$ cat config.mk
export PLATFORM = sky130hd
export DESIGN_NAME = cmb_msgbuf_id_ctrl
export DESIGN_NICKNAME = d
export VERILOG_FILES = /design/src/core/cmb_pkg.sv /design/src/core/cmb_msgbuf_id_ctrl.sv /design/src/core/cmb_clock_divider.sv /design/src/core/cmb_buffer_flags.sv
export SDC_FILE = /design/constraint.sdc
export NUM_CORES = 2
export LEC_CHECK = 0
export BUFFER_PORTS_ARGS = -buffer_cell sky130_fd_sc_hd__buf_2
export CAP_MARGIN = 20
export CORE_MARGIN = 4
export CORE_UTILIZATION = 55
export CTS_CLUSTER_DIAMETER = 80
export DETAILED_ROUTE_END_ITERATION = 8
export GPL_TIMING_DRIVEN = 0
export PLACE_DENSITY = 0.75
export SLEW_MARGIN = 20
export SYNTH_ARGS = -nofsm -noshare
export SYNTH_HDL_FRONTEND = slang
export SYNTH_SLANG_ARGS = --single-unit
$ cat constraint.sdc
create_clock -name sys_clk -period 7.5 [get_ports sys_clk]
set_clock_uncertainty 0.2 [all_clocks]
set_input_delay 2.25 -clock sys_clk [delete_from_list [all_inputs] [get_ports sys_clk]]
set_output_delay 2.25 -clock sys_clk [all_outputs]
set_load 0.1 [all_outputs]
$ cat src/core/cmb_pkg.sv
// constants and register layout of the message buffer identifier and control block
package cmb_pkg;
    localparam int CMB_ADDR_W = 8;
    localparam int CMB_DATA_W = 16;
    localparam int CMB_ID_W = 29;
    localparam int CMB_STD_W = 11;
    localparam int CMB_PRESC_W = 4;
    localparam logic [7:0] GLOBAL_CONTROL_ADDR = 8'h00;
    localparam logic [7:0] GLOBAL_CLOCK_SELECT_ADDR = 8'h01;
    localparam logic [7:0] BUF_BASE_ADDR = 8'h10;
    localparam logic [1:0] SUB_ID_LOW = 2'h0;
    localparam logic [1:0] SUB_ID_HIGH = 2'h1;
    localparam logic [1:0] SUB_CONTROL = 2'h2;
    localparam logic [1:0] SUB_CONFIG = 2'h3;
    localparam int OP_ENABLE_BIT = 0;
    localparam int EXT_SELECT_BIT = 15;
    localparam int IDH_TOP = 12;
    localparam int UPDATING_BIT = 13;
    localparam int SET_IRQ_EN_BIT = 11;
    localparam int SET_TX_REQ_BIT = 9;
    localparam int SET_RDY_BIT = 8;
    localparam int CLR_OVERWRITE_BIT = 4;
    localparam int IRQ_EN_BIT = 3;
    localparam int STORED_BIT = 2;
    localparam int TX_REQ_BIT = 1;
    localparam int RDY_BIT = 0;
    localparam int ASSIGNED_BIT = 0;
    localparam int TYPE_LSB = 3;
    localparam int TYPE_MSB = 5;
    localparam logic [2:0] TYPE_TX = 3'h0;
    localparam logic [2:0] TYPE_RX_FIRST = 3'h1;
    localparam logic [2:0] TYPE_RX_LAST = 3'h5;
    localparam logic [15:0] REG_RESET = 16'h0000;
endpackage

$ cat src/core/cmb_msgbuf_id_ctrl.sv
// message buffer identifiers, status flags, receive candidacy and register port
//
// The address map and the address-and-strobe port were decided locally.
`timescale 1ns/1ns
module cmb_msgbuf_id_ctrl #(
    parameter int NUM_BUF = 16
) (
    input wire logic sys_clk,
    input wire logic sys_rst,
    input wire logic [cmb_pkg::CMB_ADDR_W-1:0] reg_addr,
    input wire logic [cmb_pkg::CMB_DATA_W-1:0] reg_wdata,
    input wire logic reg_write,
    input wire logic reg_read,
    output logic [cmb_pkg::CMB_DATA_W-1:0] reg_rdata,
    input wire logic [cmb_pkg::CMB_ID_W-1:0] rx_identifier,
    input wire logic rx_extended,
    input wire logic rx_remote,
    input wire logic store_start,
    input wire logic store_end,
    input wire logic [$clog2(NUM_BUF)-1:0] store_index,
    input wire logic tx_done,
    input wire logic [$clog2(NUM_BUF)-1:0] tx_index,
    output logic [NUM_BUF-1:0] rx_match,
    output logic [NUM_BUF-1:0] tx_pending,
    output logic rx_irq,
    output logic tx_irq,
    output logic operational,
    output logic module_clock_tick
);
    import cmb_pkg::*;
    localparam int IDX_W = $clog2(NUM_BUF);

    logic [CMB_ID_W-1:0] identifier_bits_reg [NUM_BUF];
    logic [NUM_BUF-1:0] ext_select_reg;
    logic [NUM_BUF-1:0] assigned_reg;
    logic [2:0] type_reg [NUM_BUF];
    logic op_enable_reg;
    logic [CMB_PRESC_W-1:0] presc_reg;
    logic [CMB_DATA_W-1:0] rdata_reg;
    logic [NUM_BUF-1:0] rx_match_reg;
    logic [NUM_BUF-1:0] tx_pending_reg;
    logic rx_irq_reg;
    logic tx_irq_reg;

    logic [NUM_BUF-1:0] updating_w;
    logic [NUM_BUF-1:0] overwrite_w;
    logic [NUM_BUF-1:0] irq_en_w;
    logic [NUM_BUF-1:0] stored_w;
    logic [NUM_BUF-1:0] tx_req_w;
    logic [NUM_BUF-1:0] rdy_w;
    logic [NUM_BUF-1:0] is_rx_w;
    logic [NUM_BUF-1:0] candidate_w;
    logic [NUM_BUF-1:0] id_hit_w;

    logic [7:0] buf_off;
    logic [5:0] buf_sel;
    logic [IDX_W-1:0] buf_idx;
    logic [1:0] buf_sub;
    logic buf_hit;
    logic store_ok;
    logic store_start_ok;
    logic store_end_ok;
    logic tx_done_ok;
    logic [CMB_DATA_W-1:0] read_value;

    assign buf_off = reg_addr - BUF_BASE_ADDR;
    assign buf_sel = buf_off[7:2];
    assign buf_idx = buf_sel[IDX_W-1:0];
    assign buf_sub = buf_off[1:0];
    assign buf_hit = (reg_addr >= BUF_BASE_ADDR) && (buf_sel < 6'(NUM_BUF));

    // storage events count only while operating and only into a ready buffer; completions only while operating
    assign store_ok = op_enable_reg && rdy_w[store_index];
    assign store_start_ok = store_start && store_ok;
    assign store_end_ok = store_end && store_ok;
    assign tx_done_ok = tx_done && op_enable_reg;

    genvar g;
    generate
        for (g = 0; g < NUM_BUF; g++) begin : g_buf
            logic ctrl_wr;
            logic st_hit;
            assign ctrl_wr = reg_write && buf_hit && (buf_idx == IDX_W'(g))
                && (buf_sub == SUB_CONTROL);
            assign st_hit = store_index == IDX_W'(g);
            assign is_rx_w[g] = (type_reg[g] >= TYPE_RX_FIRST)
                && (type_reg[g] <= TYPE_RX_LAST);
            assign candidate_w[g] = assigned_reg[g] && is_rx_w[g] && rdy_w[g];
            // standard format compares only the upper eleven positions
            assign id_hit_w[g] = (ext_select_reg[g] == rx_extended) && (ext_select_reg[g]
                ? (identifier_bits_reg[g] == rx_identifier)
                : (identifier_bits_reg[g][CMB_ID_W-1 -: CMB_STD_W]
                    == rx_identifier[CMB_ID_W-1 -: CMB_STD_W]));

            cmb_buffer_flags u_flags (
                .sys_clk(sys_clk),
                .sys_rst(sys_rst),
                .ctrl_write(ctrl_wr),
                .wdata(reg_wdata),
                .store_start(store_start_ok && st_hit),
                .store_end(store_end_ok && st_hit),
                .store_remote(rx_remote),
                .is_tx(type_reg[g] == TYPE_TX),
                .tx_done(tx_done_ok && (tx_index == IDX_W'(g))),
                .update_in_progress(updating_w[g]),
                .overwrite_status(overwrite_w[g]),
                .buffer_interrupt_enable(irq_en_w[g]),
                .data_stored_flag(stored_w[g]),
                .transmit_request(tx_req_w[g]),
                .ready(rdy_w[g])
            );
        end
    endgenerate

    // identifier and configuration: software only while not ready
    always_ff @(posedge sys_clk) begin
        if (sys_rst) begin
            for (int i = 0; i < NUM_BUF; i++) begin
                identifier_bits_reg[i] <= '0;
                type_reg[i] <= TYPE_TX;
            end
            ext_select_reg <= '0;
            assigned_reg <= '0;
        end else if (store_start_ok && is_rx_w[store_index]) begin
            // receive buffers keep the identifier received
            identifier_bits_reg[store_index] <= rx_identifier;
            ext_select_reg[store_index] <= rx_extended;
        end else if (reg_write && buf_hit && !rdy_w[buf_idx]) begin
            case (buf_sub)
                SUB_ID_LOW: begin
                    identifier_bits_reg[buf_idx][CMB_DATA_W-1:0] <= reg_wdata;
                end
                SUB_ID_HIGH: begin
                    identifier_bits_reg[buf_idx][CMB_ID_W-1:CMB_DATA_W] <=
                        reg_wdata[IDH_TOP:0];
                    ext_select_reg[buf_idx] <= reg_wdata[EXT_SELECT_BIT];
                end
                SUB_CONFIG: begin
                    type_reg[buf_idx] <= reg_wdata[TYPE_MSB:TYPE_LSB];
                    assigned_reg[buf_idx] <= reg_wdata[ASSIGNED_BIT];
                end
                default: begin
                end
            endcase
        end
    end

    always_ff @(posedge sys_clk) begin
        if (sys_rst) begin
            op_enable_reg <= 1'b0;
        end else if (reg_write && reg_addr == GLOBAL_CONTROL_ADDR) begin
            op_enable_reg <= reg_wdata[OP_ENABLE_BIT];
        end
    end

    // prescaler frozen once running so the bit timing cannot shift mid-frame
    always_ff @(posedge sys_clk) begin
        if (sys_rst) begin
            presc_reg <= '0;
        end else if (reg_write && reg_addr == GLOBAL_CLOCK_SELECT_ADDR && !op_enable_reg) begin
            presc_reg <= reg_wdata[CMB_PRESC_W-1:0];
        end
    end

    always_comb begin
        read_value = REG_RESET;
        if (reg_addr == GLOBAL_CONTROL_ADDR) begin
            read_value[OP_ENABLE_BIT] = op_enable_reg;
        end else if (reg_addr == GLOBAL_CLOCK_SELECT_ADDR) begin
            read_value[CMB_PRESC_W-1:0] = presc_reg;
        end else if (buf_hit) begin
            case (buf_sub)
                SUB_ID_LOW: begin
                    read_value = identifier_bits_reg[buf_idx][CMB_DATA_W-1:0];
                end
                SUB_ID_HIGH: begin
                    read_value[IDH_TOP:0] = identifier_bits_reg[buf_idx][CMB_ID_W-1:CMB_DATA_W];
                    read_value[EXT_SELECT_BIT] = ext_select_reg[buf_idx];
                end
                SUB_CONTROL: begin
                    read_value[UPDATING_BIT] = updating_w[buf_idx];
                    read_value[CLR_OVERWRITE_BIT] = overwrite_w[buf_idx];
                    read_value[IRQ_EN_BIT] = irq_en_w[buf_idx];
                    read_value[STORED_BIT] = stored_w[buf_idx];
                    read_value[TX_REQ_BIT] = tx_req_w[buf_idx];
                    read_value[RDY_BIT] = rdy_w[buf_idx];
                end
                default: begin
                    read_value[TYPE_MSB:TYPE_LSB] = type_reg[buf_idx];
                    read_value[ASSIGNED_BIT] = assigned_reg[buf_idx];
                end
            endcase
        end
    end

    // read data valid only in the cycle after the strobe
    always_ff @(posedge sys_clk) begin
        if (sys_rst) begin
            rdata_reg <= REG_RESET;
        end else begin
            rdata_reg <= reg_read ? read_value : REG_RESET;
        end
    end

    always_ff @(posedge sys_clk) begin
        if (sys_rst) begin
            rx_match_reg <= '0;
            tx_pending_reg <= '0;
        end else begin
            rx_match_reg <= op_enable_reg ? (candidate_w & id_hit_w) : '0;
            tx_pending_reg <= op_enable_reg ? (tx_req_w & rdy_w) : '0;
        end
    end

    always_ff @(posedge sys_clk) begin
        if (sys_rst) begin
            rx_irq_reg <= 1'b0;
            tx_irq_reg <= 1'b0;
        end else begin
            rx_irq_reg <= store_end_ok && irq_en_w[store_index];
            tx_irq_reg <= tx_done_ok && irq_en_w[tx_index]
                && (type_reg[tx_index] == TYPE_TX);
        end
    end

    cmb_clock_divider #(
        .PRESC_W(CMB_PRESC_W)
    ) u_div (
        .sys_clk(sys_clk),
        .sys_rst(sys_rst),
        .run(op_enable_reg),
        .presc(presc_reg),
        .tick(module_clock_tick)
    );

    assign reg_rdata = rdata_reg;
    assign rx_match = rx_match_reg;
    assign tx_pending = tx_pending_reg;
    assign rx_irq = rx_irq_reg;
    assign tx_irq = tx_irq_reg;
    assign operational = op_enable_reg;
endmodule // cmb_msgbuf_id_ctrl

$ cat src/core/cmb_clock_divider.sv
// prescaled module clock enable, running only while the controller operates
`timescale 1ns/1ns
module cmb_clock_divider #(
    parameter int PRESC_W = cmb_pkg::CMB_PRESC_W
) (
    input wire logic sys_clk,
    input wire logic sys_rst,
    input wire logic run,
    input wire logic [PRESC_W-1:0] presc,
    output logic tick
);
    import cmb_pkg::*;
    logic [PRESC_W-1:0] count_reg;
    logic tick_reg;

    // divide by presc+1; restarts from zero whenever operation stops
    always_ff @(posedge sys_clk) begin
        if (sys_rst || !run) begin
            count_reg <= '0;
            tick_reg <= 1'b0;
        end else if (count_reg == presc) begin
            count_reg <= '0;
            tick_reg <= 1'b1;
        end else begin
            count_reg <= count_reg + 1'b1;
            tick_reg <= 1'b0;
        end
    end

    assign tick = tick_reg;
endmodule // cmb_clock_divider

$ cat src/core/cmb_buffer_flags.sv
// status flags of one message buffer; enable, request and ready take paired set and clear writes
`timescale 1ns/1ns
module cmb_buffer_flags (
    input wire logic sys_clk,
    input wire logic sys_rst,
    input wire logic ctrl_write,
    input wire logic [cmb_pkg::CMB_DATA_W-1:0] wdata,
    input wire logic store_start,
    input wire logic store_end,
    input wire logic store_remote,
    input wire logic is_tx,
    input wire logic tx_done,
    output logic update_in_progress,
    output logic overwrite_status,
    output logic buffer_interrupt_enable,
    output logic data_stored_flag,
    output logic transmit_request,
    output logic ready
);
    import cmb_pkg::*;
    logic updating_reg;
    logic overwrite_reg;
    logic irq_en_reg;
    logic stored_reg;
    logic tx_req_reg;
    logic rdy_reg;

    always_ff @(posedge sys_clk) begin
        if (sys_rst) begin
            updating_reg <= 1'b0;
        end else if (store_start) begin
            updating_reg <= 1'b1;
        end else if (store_end) begin
            updating_reg <= 1'b0;
        end
    end

    // set by storage beats a clear write in the same cycle
    always_ff @(posedge sys_clk) begin
        if (sys_rst) begin
            overwrite_reg <= 1'b0;
        end else if (store_start && stored_reg && !(store_remote && is_tx)) begin
            overwrite_reg <= 1'b1;
        end else if (ctrl_write && wdata[CLR_OVERWRITE_BIT]) begin
            overwrite_reg <= 1'b0;
        end
    end

    always_ff @(posedge sys_clk) begin
        if (sys_rst) begin
            stored_reg <= 1'b0;
        end else if (store_start || store_end) begin
            stored_reg <= 1'b1;
        end else if (ctrl_write && wdata[STORED_BIT]) begin
            stored_reg <= 1'b0;
        end
    end

    // enable is locked while the buffer belongs to the controller
    always_ff @(posedge sys_clk) begin
        if (sys_rst) begin
            irq_en_reg <= 1'b0;
        end else if (ctrl_write && !rdy_reg) begin
            if (wdata[SET_IRQ_EN_BIT] && !wdata[IRQ_EN_BIT]) begin
                irq_en_reg <= 1'b1;
            end else if (!wdata[SET_IRQ_EN_BIT] && wdata[IRQ_EN_BIT]) begin
                irq_en_reg <= 1'b0;
            end
        end
    end

    // a software set wins over the completion clear
    always_ff @(posedge sys_clk) begin
        if (sys_rst) begin
            tx_req_reg <= 1'b0;
        end else if (ctrl_write && wdata[SET_TX_REQ_BIT] && !wdata[TX_REQ_BIT]) begin
            tx_req_reg <= 1'b1;
        end else if (ctrl_write && !wdata[SET_TX_REQ_BIT] && wdata[TX_REQ_BIT]) begin
            tx_req_reg <= 1'b0;
        end else if (tx_done) begin
            tx_req_reg <= 1'b0;
        end
    end

    always_ff @(posedge sys_clk) begin
        if (sys_rst) begin
            rdy_reg <= 1'b0;
        end else if (ctrl_write && wdata[SET_RDY_BIT] && !wdata[RDY_BIT]) begin
            rdy_reg <= 1'b1;
        end else if (ctrl_write && !wdata[SET_RDY_BIT] && wdata[RDY_BIT]) begin
            rdy_reg <= 1'b0;
        end
    end

    assign update_in_progress = updating_reg;
    assign overwrite_status = overwrite_reg;
    assign buffer_interrupt_enable = irq_en_reg;
    assign data_stored_flag = stored_reg;
    assign transmit_request = tx_req_reg;
    assign ready = rdy_reg;
endmodule // cmb_buffer_flags

* After elaboration in Yosys (flattened, before gate mapping)
Memory sizes are Yosys's and may differ from the RTL's.
Index checks and enable logic that the tools add are counted.
** Word-level totals
- Register bits after elaboration :: 188
- Bits in writable memories :: 512
- Output and inout bits :: 52
- Logic and storage cells :: 1101
- Memories kept :: 2
** Memory list
- identifier_bits_reg :: words 16, width 29, rd ports 17, clocked after Yosys merged registers in 0, write ports 16, line cmb_msgbuf_id_ctrl.sv:33 : logic [CMB_ID_W-1:0] identifier_bits_reg [NUM_BUF];
- type_reg :: words 16, width 3, rd ports 18, clocked after Yosys merged registers in 0, write ports 16, line cmb_msgbuf_id_ctrl.sv:36 : logic [2:0] type_reg [NUM_BUF];
** Operators by class
- Add/sub/neg operators :: 2
- Magnitude comparators :: 39
- Eq/ne operators :: 98
- Multiplexer cells :: 268
- Bitwise logic cells :: 7
- Reduce and logical (&&, ||, !) cells :: 575
** Operator list (count)
- $eq 29x29->1 :: 16
- $logic_and 1x1->1 :: 386
- $mux 1 :: 232
- $eq 11x11->1 :: 16
- $reduce_bool 2->1 :: 67
- $eq 4x4->1 const B :: 24
- $mux 29 :: 2
- $reduce_or 29->1 :: 2
- $logic_not 3->1 :: 17
- $bmux 1 s4 :: 12
- $bwmux 16 :: 3
- $eq 4x3->1 const B :: 12
- $ge 3x1->1 const B :: 16
- $le 3x3->1 const B :: 16
- $mux 16 :: 3
- $reduce_bool 3->1 :: 16
- $logic_not 1->1 :: 40
- $reduce_and 2->1 :: 17
- $and 16x16->16 :: 2
- $eq 4x2->1 const B :: 6
- $mux 4 :: 5
- $logic_or 1x1->1 :: 17
- $eq 1x1->1 :: 16
- $lt 4x5->1 const B :: 3
- 26 further kinds :: 43

* Logic depth before layout (Yosys ltp)
An unclocked memory read counts as a cell.
- Depth in word-level cells :: 12
- Mapped depth :: 14

* Hierarchy
From an unflattened synthesis, not the netlist that was laid out.
** Unflattened totals
- Cell total of the unflattened synthesis :: 3333
- Area, all modules :: 38463.1 sq um
** By module, submodules not included
- cmb_msgbuf_id_ctrl :: instances 1, cells an instance 2801, area an instance 34018.9 sq um
- cmb_buffer_flags :: instances 16, cells an instance 32, area an instance 264.0 sq um
- cmb_clock_divider :: instances 1, cells an instance 20, area an instance 220.2 sq um

* Worst setup path after synthesis
No wires, ideal clock.
- Path kind :: input to register
- From :: input port reg_addr[4] (netlist name)
- To :: memory identifier_bits_reg[7][0], enable pin
- Arrival time :: 5.797 ns
- Data required time :: 6.889 ns
- Slack :: 1.091 ns
- Cell stages on the path :: 12
- Buffers on the path :: 3
- Path through :: clkbuf_1 -> inv_1 -> ha_1 -> inv_2 -> mux2i_1 -> mux2_2 -> and3_1 -> o211ai_1 -> buf_2 -> mux2_2 -> clkbuf_1 -> o21ai_0
** RTL lines
- from (decl) :: line cmb_msgbuf_id_ctrl.sv:10 : input wire logic [cmb_pkg::CMB_ADDR_W-1:0] reg_addr,
- to (decl) :: line cmb_msgbuf_id_ctrl.sv:33

==> summary by stage <==
STA
Dividing the final minimum period by the clock period gives a little over nine tenths. The number of pins with negative max-slew slack in the final report is 0. In this run the tightest slew margin relative to its limit is a little under a tenth.

The total count of hold-check failures in the final report was 0. The slew of the pin with the lowest slew margin is 1.34 ns. Setup violations remaining at the end of the flow were counted as 0. Setup repair after global routing left no endpoint under its margin. The sum of negative setup slack is 0 ns. The final setup slack of the worst path is 0.187 ns. The clock period could shrink to 7.31 ns.

Static timing analysis puts the maximum clock frequency at ~0.14 GHz. Hold is met by between 0.2 and 0.3 ns.

Logic synthesis
The most used flip-flop cell after synthesis is edfxtp_1. The number of synthesized flops with an enable pin is 512. In this run, synthesis produced a sequential element count of 700.

By area the synthesized netlist is led by edfxtp_1, mux4_2, dfxtp_1. The share of flip-flops with an asynchronous set or reset after synthesis is 0%. The synthesized netlist net count is ~3500.

The synthesized design devotes to its leading area cell type about two fifths of total area. The average instance in the mapped netlist occupies ~12 sq um. Among all cell types in the netlist, the one instantiated most often is edfxtp_1. The count of synthesis-stage warnings from yosys is 0. Ranked by instance count, the synthesized netlist is headed by edfxtp_1, nor3_1, xnor2_1, nand2_1, mux4_2. The synthesized instance count is 3422. The largest total area in the synthesized netlist belongs to edfxtp_1.

The sequential area share after synthesis is 48.4%. The netlist uses 68 different library cells. The synthesized netlist occupies a cell area of 39500 sq um.

Clocking
TritonCTS built the clock tree. In this run the number of H-tree levels came out at 3. The clock insertion delay at the later pin of the skew report is about 0.63 ns. The total of hold buffers inserted after clock tree synthesis is 0. Counting every sink on the clock net gives 700. The largest buffer count on any clock path is 3. The cell at the root of the clock tree is clkbuf_16. Counting the buffers created by CTS gives 77. The post-CTS clock slew at the launch and capture registers of the worst setup and hold paths is about 0.06 ns.

Floorplanning
Measured along the y axis, the die boundary spans ~280 microns. The total number of placement rows is 98. The effective utilization at floorplan is 55.4%. The number of primary I/O pins is 122. The floorplan step defined a core boundary enclosing between 70000 and 80000 sq um. The die covers approximately 76000 sq um. The width of the die is 276 microns.

Worst setup path
The most common cell type on the critical path is buf_2. STA classifies the critical path endpoint as a flop. The nature of the critical path startpoint is an input port.

Data on the critical path is required at its endpoint by 7.65 ns. Of all nets on the critical path, the largest fanout is 10. The delay of the slowest cell on the worst path is roughly 0.91 ns. The signal on the critical path passes through buf_2, buf_2, buf_1, a32oi_1, o22ai_1, nor4_2, o211ai_1, buf_2, mux2i_2, buf_2, buf_2, nor3_1. The type of the worst setup path is input port to flop. The slowest stage of the critical path is the mux2i_2 cell. The data arrival at the endpoint of the critical path is around 7.5 ns.

Pwr
The total leakage power is 13.6 nW. The worst voltage drop across the vdd grid is between 150 and 200 uV. The clock network burns approximately 40% of the power. The internal power component is approximately 6.9 mW.

The share of power burned in registers is a little under half. Combinational cells account for between 10% and 20% of the total power. The power spent charging and discharging nets is about 2.8 mW. In this run switching power makes up around 29% of total power. The power per cell area is approximately 220 nW/um^2. Summing internal, switching and leakage power gives around 9.8 mW.

GRT
After global routing the overflow that remains totals 0. The number of antenna violations at the first check in global routing is 25. The via count of the first global-routing pass came to 32100.

The global router's overall resource usage is 45.1%. Entering global routing, the biggest net connects 17 pins. The wire length of the first global-routing pass is about 240000 microns.

Final layout
Cells fill just over 60% of the core in the end. The net count of the finished layout is 3681. Leaving out filler cells and counting taps, the final layout contains approximately 4600.

Counting the fill cells in the layout gives about 5800. In the final layout, the share of cells above drive strength 1 is around a fifth. The register with the most flip-flops in the layout has around 460 of them. Compared with the post-synthesis result, the final layout area differs by 11.7%.

The post-route cell area is around 44000 sq um.

Flow run
Across the run, the number of max-cap violations was 0.

Placement
The congestion estimate from routability-driven global placement came to about 1.1. The number of buffers added on ports is just under 80. The placed cell area is 41600 sq um. Timing analysis after detailed placement gives a worst setup slack of -0.398 ns. The total half-perimeter wirelength after legalization and detailed placement is between 100000 and 150000 microns.

The count of placed standard cells including taps is about 4500.

Routing
The initial detailed-routing violation count is about 7200. For this block, the routed nets add up to approximately 180000 microns of wire. The antenna violation net count after detailed routing is 0. The iteration count of the initial detailed-routing pass is 8. After detailed routing, the number of vias per cell comes to 7.38. In the routed design, unresolved DRC markers number 0. After detailed routing, the average wire length per cell comes to 38.4 microns.

The final route contains 34100 vias.

Worst hold path
In this run the worst hold path is classified as flop to flop.

Status
The run finished with clean final reports.
-- cell type report --
cell class                      instances  area, sq um  share of cell area, %
Multi-Input combinational cell       2364        19000                   43.0
Buffer                                346         1580                   3.58
Clock buffer                          101         2200                   4.97
Clock inverter                         39          314                  0.711
Inverter                               11         41.3                 0.0935
Sequential cell                       700        19100                   43.4
Tap cell                              950         1190                   2.69
Antenna cell                           13         32.5                 0.0737
Timing Repair Buffer                  104          683                   1.55
-- cells by family (layout without fill, tap and decap cells) --
family	count (synthesis)	in the layout	share of synthesized area, %
AOI/OAI and AO/OA	384	384	6.22
and+or+nand+nor	1231	1231	16.8
xor gates and xnor gates	470	470	10.4
other	0	13	0
buffers and inverters	358	601	4.02
adders and majority gates	7	7	0.222
DFF	700	700	48.4
muxes	272	272	13.9
-- routing by layer --
metal	global-route usage, %	routed length, microns	vias to the layer above
li1	-	-	13300
met1	56.2	58300	16300
met2	61.8	70700	3685
met3	22.1	32900	833
met4	30.1	15700	18
met5	0.188	128	-
-- critical path: cells and delay by family --
kind	cells	cell delay (ns)
AOI/OAI and AO/OA	3	1.36
buffers and inverters	6	2.55
muxes	1	0.91
and+or+nand+nor	2	0.35
-- power groups by stage --
| stage | Sequential, mW | Combinational [mW] | Clock (mW) |
|---|---|---|---|
| after global routing | 4.44 | 1.41 | 4.00 |
| final | 4.43 | 1.43 | 3.89 |
| after detailed placement | 4.50 | 1.33 | 0 |
| after global placement | 4.50 | 1.30 | 0 |
| after floorplan | 4.46 | 0.774 | 0 |
| after CTS | 4.42 | 1.33 | 3.84 |
-- cells in the final DEF (no fill, tap or decap), drive strengths merged, types with 6 or more instances in the layout --
master  instances
clkbuf        310
nor2          157
edfxtp        512
nand3          53
or3            18
nor3          517
xnor2         316
o211ai          6
nand4         120
and2           11
a21o           21
dfxtp         188
ha              7
and3           25
o21bai         17
a41oi          16
a211oi         15
a221oi          9
nand2         226
buf           240
xor2          154
a32oi           8
clkinv         28
a21oi         109
o21ai         106
a22oi          20
or4             9
inv            17
o31a            6
nor2b          15
nor4           59
diode          13
nand2b         10
mux4          209
mux2i          60
o21a           18
-- what timing repair did --
action	4_1_cts	5_1_grt
resized for setup	0	2
setup endpoints to repair	0	16
endpoints found under the hold margin	0	0
buffers inserted	0	0
-- path summary, 6_finish.rpt --
path | start | to | slack [ns] | cells past startpoint
setup / recovery | store_index[0] | identifier_bits_reg[5][1] | 0.19 | 12
hold / removal | g_buf[15].u_flags.overwrite_status | g_buf[15].u_flags.overwrite_status | 0.25 | 2
setup reg to reg | type_reg[4][1] | identifier_bits_reg[5][1] | 1.70 | 10
hold reg to reg | g_buf[15].u_flags.overwrite_status | g_buf[15].u_flags.overwrite_status | 0.25 | 2
Power figures use the tool's default switching activity.
